<file path="src/inc/fcc_pkg.sv">
// Package: register map, field layout and encodings of the capture/compare control block
package fcc_pkg;
   // Bases in the global address space
   localparam logic [15:0] BASE_BLOCKING = 16'h0200;
   localparam logic [15:0] BASE_NONBLOCKING = 16'h0300;
   localparam logic [15:0] BASE_MASK = 16'hff00;
   // Register offsets
   localparam logic [7:0] OFS_CHANNEL_FUNCTION_SELECT = 8'h20;
   localparam logic [7:0] OFS_COMPARE_FORCE = 8'h21;
   localparam logic [7:0] OFS_CH3_COMPARE_OUTPUT_MASK = 8'h22;
   localparam logic [7:0] OFS_CH3_COMPARE_OUTPUT_DATA = 8'h23;
   localparam logic [7:0] OFS_COUNT_HI = 8'h24;
   localparam logic [7:0] OFS_COUNT_LO = 8'h25;
   localparam logic [7:0] OFS_OUTPUT_CONTROL = 8'h28;
   localparam logic [7:0] OFS_EVENT_FLAGS = 8'h2c;
   localparam logic [7:0] OFS_VALUE_BASE = 8'h2e;
   localparam logic [7:0] OFS_TIMER_TEST = 8'h36;
   // Reset values
   localparam logic [3:0] RST_SELECT = 4'h0;
   localparam logic [3:0] RST_MASK = 4'h0;
   localparam logic [3:0] RST_DATA = 4'h0;
   localparam logic [7:0] RST_OUTPUT_CONTROL = 8'h00;
   localparam logic [15:0] RST_COUNT = 16'h0000;
   localparam logic [15:0] RST_VALUE = 16'h0000;
   localparam logic [7:0] RST_TEST = 8'h00;
   // Field positions
   localparam int CH3 = 3;
   localparam int TEST_BYPASS_BIT = 1;
   // Output action encoding {output_mode_bit, output_level_bit}
   typedef enum logic [1:0] {
      ACT_DISCONNECT = 2'b00,
      ACT_TOGGLE = 2'b01,
      ACT_CLEAR = 2'b10,
      ACT_SET = 2'b11
   } fcc_action_t;
endpackage : fcc_pkg

</file>
<file path="src/rtl/fcc_ctrl.sv">
// Four-channel capture/compare control: registers, counter, compare and force logic
`timescale 1ns/10ps
module fcc_ctrl (
   input wire logic mclk,
   input wire logic resetn,
   input wire logic [15:0] bus_addr,
   input wire logic bus_wr,
   input wire logic bus_rd,
   input wire logic [7:0] bus_wdata,
   input wire logic special_mode,
   input wire logic [3:0] capture_event,
   input wire logic [3:0] flag_clear,
   output logic [7:0] bus_rdata,
   output logic [3:0] channel_event_flag,
   output logic [3:0] port_data,
   output logic [3:0] pin_level,
   output logic [3:0] pin_oe_n
);
   // ----------------------------------------
   // Declarations
   // ----------------------------------------
   logic [3:0] channel_function_select; // 1 = compare
   logic [3:0] ch3_compare_output_mask; // Channel 3 drive mask
   logic [3:0] ch3_compare_output_data; // Channel 3 data
   logic [7:0] output_control; // Mode/level pairs
   logic [15:0] count; // Free-running counter
   logic [7:0] timer_test_register; // Test bits
   logic [15:0] channel_value_register [4]; // Per-channel values
   logic [7:0] offset; // Register offset
   logic hit; // Address inside either window
   logic wr; // Decoded write
   logic [3:0] force_action_bit; // Force pulse this cycle
   logic [3:0] match; // Successful compare
   logic [3:0] fire; // Action fires
   logic ch3_fire; // Channel 3 compare fires
   logic [7:0] next_rdata; // Read mux

   // ----------------------------------------
   // Address decode
   // ----------------------------------------
   // Either base selects the same registers
   always_comb begin
      offset = bus_addr[7:0];
      hit = ((bus_addr & fcc_pkg::BASE_MASK) == fcc_pkg::BASE_BLOCKING)
         || ((bus_addr & fcc_pkg::BASE_MASK) == fcc_pkg::BASE_NONBLOCKING);
      wr = hit && bus_wr;
   end

   // Value register index from offset, hi byte at even offset
   function automatic logic [1:0] val_index(input logic [7:0] ofs);
      logic [7:0] d;
      d = ofs - fcc_pkg::OFS_VALUE_BASE;
      return d[2:1];
   endfunction : val_index

   // Offset lies within value registers
   function automatic logic is_value(input logic [7:0] ofs);
      return (ofs >= fcc_pkg::OFS_VALUE_BASE) && (ofs < fcc_pkg::OFS_TIMER_TEST);
   endfunction : is_value

   // ----------------------------------------
   // Control registers
   // ----------------------------------------
   always_ff @(posedge mclk or negedge resetn) begin
      if (!resetn) begin
         channel_function_select <= fcc_pkg::RST_SELECT;
         ch3_compare_output_mask <= fcc_pkg::RST_MASK;
         ch3_compare_output_data <= fcc_pkg::RST_DATA;
         output_control <= fcc_pkg::RST_OUTPUT_CONTROL;
      end else if (wr) begin
         unique case (offset)
            fcc_pkg::OFS_CHANNEL_FUNCTION_SELECT: channel_function_select <= bus_wdata[3:0];
            fcc_pkg::OFS_CH3_COMPARE_OUTPUT_MASK: ch3_compare_output_mask <= bus_wdata[3:0];
            fcc_pkg::OFS_CH3_COMPARE_OUTPUT_DATA: ch3_compare_output_data <= bus_wdata[3:0];
            fcc_pkg::OFS_OUTPUT_CONTROL: output_control <= bus_wdata;
            default: ;
         endcase
      end
   end

   // ----------------------------------------
   // Force pulse, never stored
   // ----------------------------------------
   always_comb begin
      force_action_bit = (wr && offset == fcc_pkg::OFS_COMPARE_FORCE) ? bus_wdata[3:0] : 4'h0;
   end

   // ----------------------------------------
   // Counter and test register
   // ----------------------------------------
   always_ff @(posedge mclk or negedge resetn) begin
      if (!resetn) begin
         count <= fcc_pkg::RST_COUNT;
      end else if (wr && special_mode && offset == fcc_pkg::OFS_COUNT_HI) begin
         count[15:8] <= bus_wdata;
      end else if (wr && special_mode && offset == fcc_pkg::OFS_COUNT_LO) begin
         count[7:0] <= bus_wdata;
      end else begin
         count <= count + 16'h0001;
      end
   end

   always_ff @(posedge mclk or negedge resetn) begin
      if (!resetn) begin
         timer_test_register <= fcc_pkg::RST_TEST;
      end else if (wr && special_mode && offset == fcc_pkg::OFS_TIMER_TEST) begin
         timer_test_register <= bus_wdata & (8'h01 << fcc_pkg::TEST_BYPASS_BIT);
      end
   end

   // ----------------------------------------
   // Channel value registers
   // ----------------------------------------
   always_ff @(posedge mclk or negedge resetn) begin
      if (!resetn) begin
         for (int i = 0; i < 4; i++) begin
            channel_value_register[i] <= fcc_pkg::RST_VALUE;
         end
      end else begin
         for (int i = 0; i < 4; i++) begin
            // Capture mode latches the counter on an edge event
            if (!channel_function_select[i] && capture_event[i]) begin
               channel_value_register[i] <= count;
            end else if (wr && is_value(offset) && val_index(offset) == 2'(i)
                         && channel_function_select[i]) begin
               if (offset[0] == 1'b0) begin
                  channel_value_register[i][15:8] <= bus_wdata;
               end else begin
                  channel_value_register[i][7:0] <= bus_wdata;
               end
            end
         end
      end
   end

   // ----------------------------------------
   // Compare detection and fire
   // ----------------------------------------
   always_comb begin
      for (int i = 0; i < 4; i++) begin
         match[i] = channel_function_select[i] && (count == channel_value_register[i]);
      end
      fire = (match | force_action_bit) & channel_function_select;
      ch3_fire = fire[fcc_pkg::CH3];
   end

   // ----------------------------------------
   // Event flags: set by compare or capture, forced suppresses
   // ----------------------------------------
   always_ff @(posedge mclk or negedge resetn) begin
      if (!resetn) begin
         channel_event_flag <= 4'h0;
      end else begin
         // Set wins over clear; force masks the set
         channel_event_flag <= (channel_event_flag & ~flag_clear)
            | (match & ~force_action_bit)
            | (capture_event & ~channel_function_select);
      end
   end

   // ----------------------------------------
   // Timer port data register
   // ----------------------------------------
   always_ff @(posedge mclk or negedge resetn) begin
      if (!resetn) begin
         port_data <= 4'h0;
      end else if (ch3_fire) begin
         port_data <= (port_data & ~ch3_compare_output_mask)
            | (ch3_compare_output_data & ch3_compare_output_mask);
      end
   end

   // ----------------------------------------
   // Per-channel output action
   // ----------------------------------------
   for (genvar g = 0; g < 4; g++) begin : g_ch
      fcc_channel_action u_act (
         .mclk(mclk),
         .resetn(resetn),
         .is_compare(channel_function_select[g]),
         .fire(fire[g]),
         .action(output_control[2*g+1:2*g]),
         .ch3_own(ch3_compare_output_mask[g]),
         .ch3_fire(ch3_fire),
         .ch3_level(ch3_compare_output_data[g]),
         .pin_level(pin_level[g]),
         .pin_oe_n(pin_oe_n[g])
      );
   end

   // ----------------------------------------
   // Read data
   // ----------------------------------------
   always_comb begin
      next_rdata = 8'h00;
      if (hit && bus_rd) begin
         if (is_value(offset)) begin
            next_rdata = offset[0] ? channel_value_register[val_index(offset)][7:0]
                                   : channel_value_register[val_index(offset)][15:8];
         end else begin
            unique case (offset)
               fcc_pkg::OFS_CHANNEL_FUNCTION_SELECT: next_rdata = {4'h0, channel_function_select};
               fcc_pkg::OFS_COMPARE_FORCE: next_rdata = 8'h00;
               fcc_pkg::OFS_CH3_COMPARE_OUTPUT_MASK: next_rdata = {4'h0, ch3_compare_output_mask};
               fcc_pkg::OFS_CH3_COMPARE_OUTPUT_DATA: next_rdata = {4'h0, ch3_compare_output_data};
               fcc_pkg::OFS_COUNT_HI: next_rdata = count[15:8];
               fcc_pkg::OFS_COUNT_LO: next_rdata = count[7:0];
               fcc_pkg::OFS_OUTPUT_CONTROL: next_rdata = output_control;
               fcc_pkg::OFS_EVENT_FLAGS: next_rdata = {4'h0, channel_event_flag};
               fcc_pkg::OFS_TIMER_TEST: next_rdata = timer_test_register;
               default: next_rdata = 8'h00;
            endcase
         end
      end
   end

   always_ff @(posedge mclk or negedge resetn) begin
      if (!resetn) begin
         bus_rdata <= 8'h00;
      end else begin
         bus_rdata <= next_rdata;
      end
   end
endmodule : fcc_ctrl

</file>
<file path="src/rtl/fcc_channel_action.sv">
// One channel's compare output action: pin level and drive enable
`timescale 1ns/10ps
module fcc_channel_action (
   input wire logic mclk,
   input wire logic resetn,
   input wire logic is_compare,
   input wire logic fire,
   input wire logic [1:0] action,
   input wire logic ch3_own,
   input wire logic ch3_fire,
   input wire logic ch3_level,
   output logic pin_level,
   output logic pin_oe_n
);
   // ----------------------------------------
   // Pin level
   // ----------------------------------------
   always_ff @(posedge mclk or negedge resetn) begin
      if (!resetn) begin
         pin_level <= 1'b0;
      end else if (is_compare && ch3_own && ch3_fire) begin
         // Channel 3 data overrides own action
         pin_level <= ch3_level;
      end else if (is_compare && fire) begin
         unique case (fcc_pkg::fcc_action_t'(action))
            fcc_pkg::ACT_DISCONNECT: pin_level <= pin_level;
            fcc_pkg::ACT_TOGGLE: pin_level <= ~pin_level;
            fcc_pkg::ACT_CLEAR: pin_level <= 1'b0;
            fcc_pkg::ACT_SET: pin_level <= 1'b1;
         endcase
      end
   end

   // ----------------------------------------
   // Drive enable, low while driving
   // ----------------------------------------
   always_ff @(posedge mclk or negedge resetn) begin
      if (!resetn) begin
         pin_oe_n <= 1'b1;
      end else begin
         // Driven only in compare mode, by mask or by own action bits other than disconnect
         pin_oe_n <= ~(is_compare && (ch3_own || (action != 2'b00)));
      end
   end
endmodule : fcc_channel_action

</file>
<file path="config.mk">
export PLATFORM = sky130hd
export DESIGN_NAME = fcc_ctrl
export DESIGN_NICKNAME = d
export VERILOG_FILES = /design/src/inc/fcc_pkg.sv /design/src/rtl/fcc_ctrl.sv /design/src/rtl/fcc_channel_action.sv
export SDC_FILE = /design/constraint.sdc
export NUM_CORES = 1
export LEC_CHECK = 0
export BUFFER_PORTS_ARGS = -buffer_cell sky130_fd_sc_hd__buf_2
export CAP_MARGIN = 20
export CORE_UTILIZATION = 33
export CTS_CLUSTER_SIZE = 40
export DETAILED_ROUTE_END_ITERATION = 8
export MAX_ROUTING_LAYER = met4
export PLACE_DENSITY = 0.49
export RECOVER_POWER = 50
export SYNTH_ARGS = -nofsm -noshare
export SYNTH_HDL_FRONTEND = slang
export SYNTH_HIERARCHICAL = 1
export SYNTH_SLANG_ARGS = --single-unit
</file>
<file path="constraint.sdc">
create_clock -name mclk -period 2.7 [get_ports mclk]
set_input_delay 0 -clock mclk [delete_from_list [all_inputs] [get_ports mclk]]
set_output_delay 0 -clock mclk [all_outputs]
set_load 0.1 [all_outputs]
</file>
==> results of run 1 <==
## worst paths after layout
| kind | from | endpoint | cells after the start |
|---|---|---|---|
| worst max-delay path | count[1] | g_ch[3].u_act/pin_level | 8 |
| worst min-delay path | bus_wdata[6] | count[14] | 3 |
| worst max register to register | count[1] | g_ch[3].u_act/pin_level | 8 |
| worst min register to register | output_control[5] | g_ch[2].u_act/pin_oe_n | 1 |
| max in group asynchronous | resetn | channel_value_register[17] | 3 |
| min in group asynchronous | resetn | async pin | 2 |
## metrics by stage
step	total power, W	setup TNS, ns	hold slack [ns]	instances	area, µm²
after floorplan	0.00312	0	-0.296	761	7840
after global placement	0.00361	0	0.121	1132	8700
after detailed placement	0.00362	-0.00668	0.131	1132	8700
after CTS	0.00594	0	0.00990	1171	9360
after global routing	0.00614	0	0.0190	1171	9310
final	0.00593	0	0.0312	1172	9310
## kinds of logic after synthesis
family / Yosys count / synth area share
compound gates: 237 / 0.227
mux: 44 / 0.0906
buf+inv: 80 / 0.0423
xor+xnor: 67 / 0.0748
flops: 125 / 0.400
simple gates: 203 / 0.157
fa+ha+maj: 5 / 0.00798
## cell usage after synthesis (5+ instances only)
| master | instances |
|---|---|
| nor2_1 | 23 |
| buf_2 | 10 |
| a21o_1 | 64 |
| and3_1 | 8 |
| mux2i_1 | 8 |
| ha_1 | 5 |
| nand2_1 | 55 |
| nand3b_1 | 5 |
| nor3_1 | 10 |
| clkbuf_1 | 37 |
| nor2b_1 | 9 |
| and2_1 | 6 |
| mux2_2 | 16 |
| a22o_1 | 64 |
| inv_1 | 20 |
| nor4_1 | 7 |
| xor2_1 | 25 |
| o21ai_0 | 22 |
| a31oi_1 | 5 |
| xnor2_1 | 42 |
| a21oi_1 | 25 |
| nand3_1 | 11 |
| buf_1 | 9 |
| dfrtp_1 | 121 |
| o31ai_1 | 13 |
| nand4_1 | 26 |
| mux4_2 | 20 |
| a22oi_1 | 8 |
| nor4_4 | 5 |
## area by class of cell
cell class                 count  area share
clock buffer                  18      0.0472
multi-input combinational    556       0.470
clock inverter                14      0.0157
inverter                      21     0.00846
sequential                   125       0.336
tap                          319      0.0429
antenna                        1    0.000269
timing repair buffer         118      0.0787
## timing repair
action	CTS	global route
hold endpoints to repair	55	0
endpoints found under the setup margin	3	0
hold buffers	7	0
resized for setup	1	0
## sequential cells by signal, indices dropped and copies added, names as in the netlist, named ones only
| name | flops |
|---|---|
| ch3_compare_output_mask | 4 |
| channel_function_select | 4 |
| channel_event_flag | 4 |
| bus_rdata | 8 |
| g_ch.u_act/pin_oe_n | 4 |
| timer_test_register | 1 |
| ch3_compare_output_data | 4 |
| count | 16 |
| g_ch.u_act/pin_level | 4 |
| output_control | 8 |
| channel_value_register | 64 |
## metal layers
metal	global-route usage	wire, µm	vias up
met4	0.0924	807	0
met1	0.337	12500	3493
met3	0.0344	2240	49
met2	0.384	13100	340
met5	-	0	-
li1	-	-	3015
## tightest hold or removal path, cell delays in order
cell and delay, ns:
buf_2 0.22, nand2_1 0.10, o211ai_1 0.08
## power breakdown
group	internal [W]	switching, W	leakage, nW
Combinational	0.000587	0.000704	2.38
Sequential	0.00206	0.000263	1.57
Clock	0.00138	0.000944	0.270
==> results.json, run 1 <==
{
  "status": "complete, no violations",
  "start_util": 0.335,
  "multi_input_area_mm2": 0.00438,
  "fillers": 2345,
  "synth_top_cells_by_area": "dfrtp_1 39%, a22o_1 7.1%, a21o_1 6.1%, mux4_2 5.7%, xnor2_1 4.7%",
  "row_count": 56,
  "grt_pass1_wl_um": 43300,
  "synth.distinct_cells": 70,
  "synth_area_mm2": 0.00784,
  "regArea_mm2": 0.00313,
  "min_path_type": "input port to register",
  "cp-start-kind": "register",
  "synth_edf_count": 0,
  "cts_tree": "built",
  "max_freq_ghz": 0.389,
  "rrSetupSlack_ns": 0.13,
  "num_io_pins": 61,
  "final_nets": 881,
  "fin_crit_ns": 2.57,
  "die_w_um": 156,
  "grt_max_degree": 57,
  "maxCapViolCount": 0,
  "ys_warn_count": 6,
  "dr.pass1.iters": 5,
  "fin_ws_ns": 0.130,
  "wire_per_inst_um": 24.4,
  "grt_pass1_vias": 6830,
  "rsz0062_at_grt": "false",
  "power_per_cell_area_mw_per_mm2": 637,
  "drc": 0,
  "clock-sinks": 125,
  "grt_use_total": 0.251,
  "final_common_cell": "dfrtp_1",
  "slew_violations": 0,
  "htreeDepth": 4,
  "p_leak_nw": 4.22,
  "num_vias": 6897,
  "clkSlewWorstSetupHoldPaths_ns": 0.06,
  "chipHeight_um": 156,
  "synth.top_cell.area_share": 0.386,
  "postSynthAreaPerCell_um2": 10.3,
  "numCtsBuffers": 17,
  "postRouteAntennaNets": 0,
  "critical-path-top-delay-family": "simple AND/OR/NAND/NOR gates",
  "tightestPinTransition_ns": 1.43,
  "insertion_delay_ns": 0.43,
  "slew_headroom": 0.0460,
  "synth_top_area_cell": "dfrtp_1",
  "viasPerCell": 5.88,
  "peakVddDrop_mv": 0.426,
  "dp_hpwl_um": 21300,
  "crit_path_end_kind": "register",
  "final_util": 0.398,
  "worst-setup-path-type": "register to register",
  "finClkSkew_ns": 0.0126,
  "drive_above_1_share": 0.237,
  "critPathSlowestCell": "nor4_2",
  "finalHoldViolCount": 0,
  "path_buf_inv": 1,
  "core_area_mm2": 0.0234,
  "synth_fp_nets": 803,
  "crit_arrival_ns": 2.90,
  "area_growth_pct": 18.8,
  "fin_crit_sh": 0.952,
  "ys_ff_latch": 125,
  "cpPeakStageDelay_ns": 0.51,
  "preCtsSetupSlack_ns": -0.00668,
  "syn_inst": 761,
  "setup_violations": 0,
  "gr-total-overflow": 0,
  "critPathMaxFanout": 4,
  "synthArstFlopShare": 1.00,
  "cts_root_buf": "clkbuf_16",
  "antenna_found_initial": 0,
  "final_cell_mix": "121 x dfrtp_1, 64 x a22o_1, 64 x a21o_1",
  "gp_congestion": 0.990,
  "critPathRequiredTime_ns": 3.03,
  "post_cts_buffers": 0,
  "synth_sequential_area_ratio": 0.400,
  "drtIter0Drc": 696,
  "routed_wl_um": 28600,
  "clock_path_buffers": 2,
  "synth_ff_type": "dfrtp_1",
  "port_buffers": 59,
  "dieArea_mm2": 0.0244,
  "crit_chain": "xor2_1 -> nor4_2 -> and4_1 -> a21oi_1 -> nor2b_1 -> buf_4 -> a31oi_1 -> o31ai_1"
}
Power figures use the tool's default switching activity.
==> run 2, diff against run 1 <==
Settings changed: ABC_AREA from default to 1.
==> results.json, run 2 <==
{
  "cts_tree": "built",
  "tns_ns": 0,
  "synth.top_cell.area_share": 0.373,
  "chipHeight_um": 159,
  "critPathRequiredTime_ns": 3.01,
  "dieArea_mm2": 0.0252,
  "worstReg2RegStart": "count[4]",
  "dp_hpwl_um": 25800,
  "synth_edf_count": 0,
  "antenna_cells": 0,
  "critPathMaxFanout": 9,
  "gp_congestion": 0.972,
  "status": "complete, no violations",
  "post_cts_buffers": 0,
  "rsz0062_at_grt": "false",
  "r2r-end": "g_ch[2].u_act/pin_level",
  "grt_pass1_vias": 8019,
  "ys_ff_latch": 125,
  "num_vias": 8776,
  "synth_top_area_cell": "dfrtp_1",
  "start_util": 0.335,
  "max_freq_ghz": 0.453,
  "gr-total-overflow": 0,
  "critical-path-top-delay-family": "simple AND/OR/NAND/NOR gates",
  "ys_warn_count": 6,
  "die_w_um": 159,
  "slew_violations": 0,
  "clock_path_buffers": 2,
  "slew_headroom": 0.188,
  "cts_root_buf": "clkbuf_16",
  "rr_worst_depth": 11,
  "tightestPinTransition_ns": 1.22,
  "final_cell_mix": "259 x nand2_1, 210 x o21ai_0, 190 x nor2_1",
  "finClkSkew_ns": 0.0114,
  "p_sw_w": 0.00246,
  "clock-sinks": 125,
  "critPathSlowestCell": "dfrtp_1",
  "grt_pass1_wl_um": 52200,
  "intPower_w": 0.00401,
  "synth_sequential_area_ratio": 0.386,
  "swShare": 0.380,
  "postSynthAreaPerCell_um2": 6.73,
  "clkSlewWorstSetupHoldPaths_ns": 0.06,
  "drive_above_1_share": 0.117,
  "hold_end": "count[3]",
  "insertion_delay_ns": 0.43,
  "place_area_mm2": 0.00899,
  "final_util": 0.399,
  "synth_fp_nets": 1248,
  "grt_use_total": 0.292,
  "core_area_mm2": 0.0242,
  "rrSetupSlack_ns": 0.49,
  "synth.distinct_cells": 38,
  "fin_crit_sh": 0.818,
  "numCtsBuffers": 17,
  "setup_violations": 0,
  "maxCapViolCount": 0,
  "synth_top_cells_by_area": "dfrtp_1 37%, o21ai_0 13%, nand2_1 12%, nor2_1 8.8%, inv_1 5.8%",
  "holdPathStages": 3,
  "synth_ff_type": "dfrtp_1",
  "antenna_found_initial": 0,
  "grt_max_degree": 61,
  "worstHoldStart": "bus_wdata[3]",
  "cts_resized": 0,
  "crit_path_end_kind": "register",
  "finalHoldViolCount": 0,
  "synth_most_common_cell": "nand2_1",
  "synth_area_mm2": 0.00812,
  "synthTopCellsByCount": "259 x nand2_1, 210 x o21ai_0, 190 x nor2_1, 126 x inv_1, 121 x dfrtp_1",
  "p_comb_frac": 0.288,
  "area_growth_pct": 19.0,
  "cp-start-kind": "register",
  "postCtsHoldBufs": 12,
  "final_nets": 1340,
  "htreeDepth": 4,
  "final_area_mm2": 0.00967,
  "worst-setup-path-type": "register to register",
  "final-instance-count-excl-fill": 1635,
  "wire_per_inst_um": 21.5,
  "place_inst": 1591,
  "syn_inst": 1206,
  "top_regs": "channel_value_register: 64 flops, count: 16 flops",
  "dr.pass1.iters": 5,
  "num_io_pins": 61,
  "crit_chain": "inv_1 -> buf_4 -> nand2_1 -> nand2_1 -> nor2_1 -> and3_1 -> nand3_1 -> a21oi_1 -> nand3_1 -> nand3_1 -> nand2_1",
  "synthArstFlopShare": 1.00,
  "peakVddDrop_mv": 0.343,
  "viasPerCell": 5.37,
  "path_buf_inv": 2,
  "row_count": 57,
  "routed_wl_um": 35200,
  "seqPwrFrac": 0.348,
  "largest_reg_flops": 64,
  "fillers": 2648,
  "postRouteAntennaNets": 0,
  "clkPwrFrac": 0.364,
  "power_per_cell_area_mw_per_mm2": 669,
  "port_buffers": 59,
  "final_common_cell": "nand2_1",
  "cpPeakStageDelay_ns": 0.64,
  "top_register": "channel_value_register",
  "fin_crit_ns": 2.21,
  "p_leak_nw": 4.66,
  "crit_arrival_ns": 2.52,
  "drtIter0Drc": 996,
  "drc": 0,
  "min_path_type": "input port to register"
}
-- run 2: cell families (layout without fill, tap and decap cells) --
logic type                 after synthesis  count (layout)  synth area share
xor gates and xnor gates                26              26            0.0280
AOI/OAI and AO/OA                      287             287             0.190
buffers and inverters                  187             292            0.0934
adders and majority gates                5               5           0.00770
and+or+nand+nor                        576             576             0.296
DFF                                    125             125             0.386
-- run 2: metrics by stage --
step | hold slack, ns | total power [W] | worst slack [ns]
2_1_floorplan | -0.296 | 0.00323 | 0.646
3_3_place_gp | -0.0335 | 0.00407 | 0.572
3_5_place_dp | -0.0303 | 0.00407 | 0.543
4_1_cts | 0.00815 | 0.00644 | 0.534
5_1_grt | 0.0294 | 0.00671 | 0.319
6_report | 0.0319 | 0.00647 | 0.492
-- run 2: power groups by stage --
stage	Clock (W)	Combinational (W)	Sequential [W]
2_1_floorplan	0	0.00100	0.00222
3_3_place_gp	0	0.00180	0.00227
3_5_place_dp	0	0.00180	0.00227
4_1_cts	0.00238	0.00182	0.00224
5_1_grt	0.00245	0.00199	0.00227
6_report	0.00235	0.00187	0.00225
-- run 2: how the worst max path moves through the flow --
stage                                 endpoint         from  depth (start not counted)
floorplan              g_ch[3].u_act/pin_level     count[5]                         14
global placement                      count[7]  bus_addr[6]                          8
detailed placement     g_ch[1].u_act/pin_level  bus_addr[6]                         13
CTS                    g_ch[2].u_act/pin_level     count[4]                         11
global route        channel_value_register[47]       resetn                          3
finish                 g_ch[2].u_act/pin_level     count[4]                         11
-- run 2: layout make-up --
| type | instances | area, µm² | area share |
|---|---|---|---|
| multi-input combinational | 894 | 4230 | 0.437 |
| sequential | 125 | 3130 | 0.324 |
| timing repair buffer | 125 | 807 | 0.0835 |
| inverter | 135 | 507 | 0.0524 |
| clock buffer | 17 | 425 | 0.0440 |
| tap | 324 | 405 | 0.0419 |
| clock inverter | 15 | 160 | 0.0166 |
-- run 2: worst min-delay path: stages --
cell	delay, ns
buf_2	0.22
o211ai_1	0.13
o21ai_0	0.07
-- run 2: metal layers --
metal	part of all wire	global-route usage	vias to the layer above	wire [µm]
met1	0.44	0.401	4164	15600
met4	0.035	0.103	0	1230
met2	0.44	0.429	418	15500
li1	-	-	4134	-
met5	0	-	-	0
met3	0.082	0.0520	60	2870
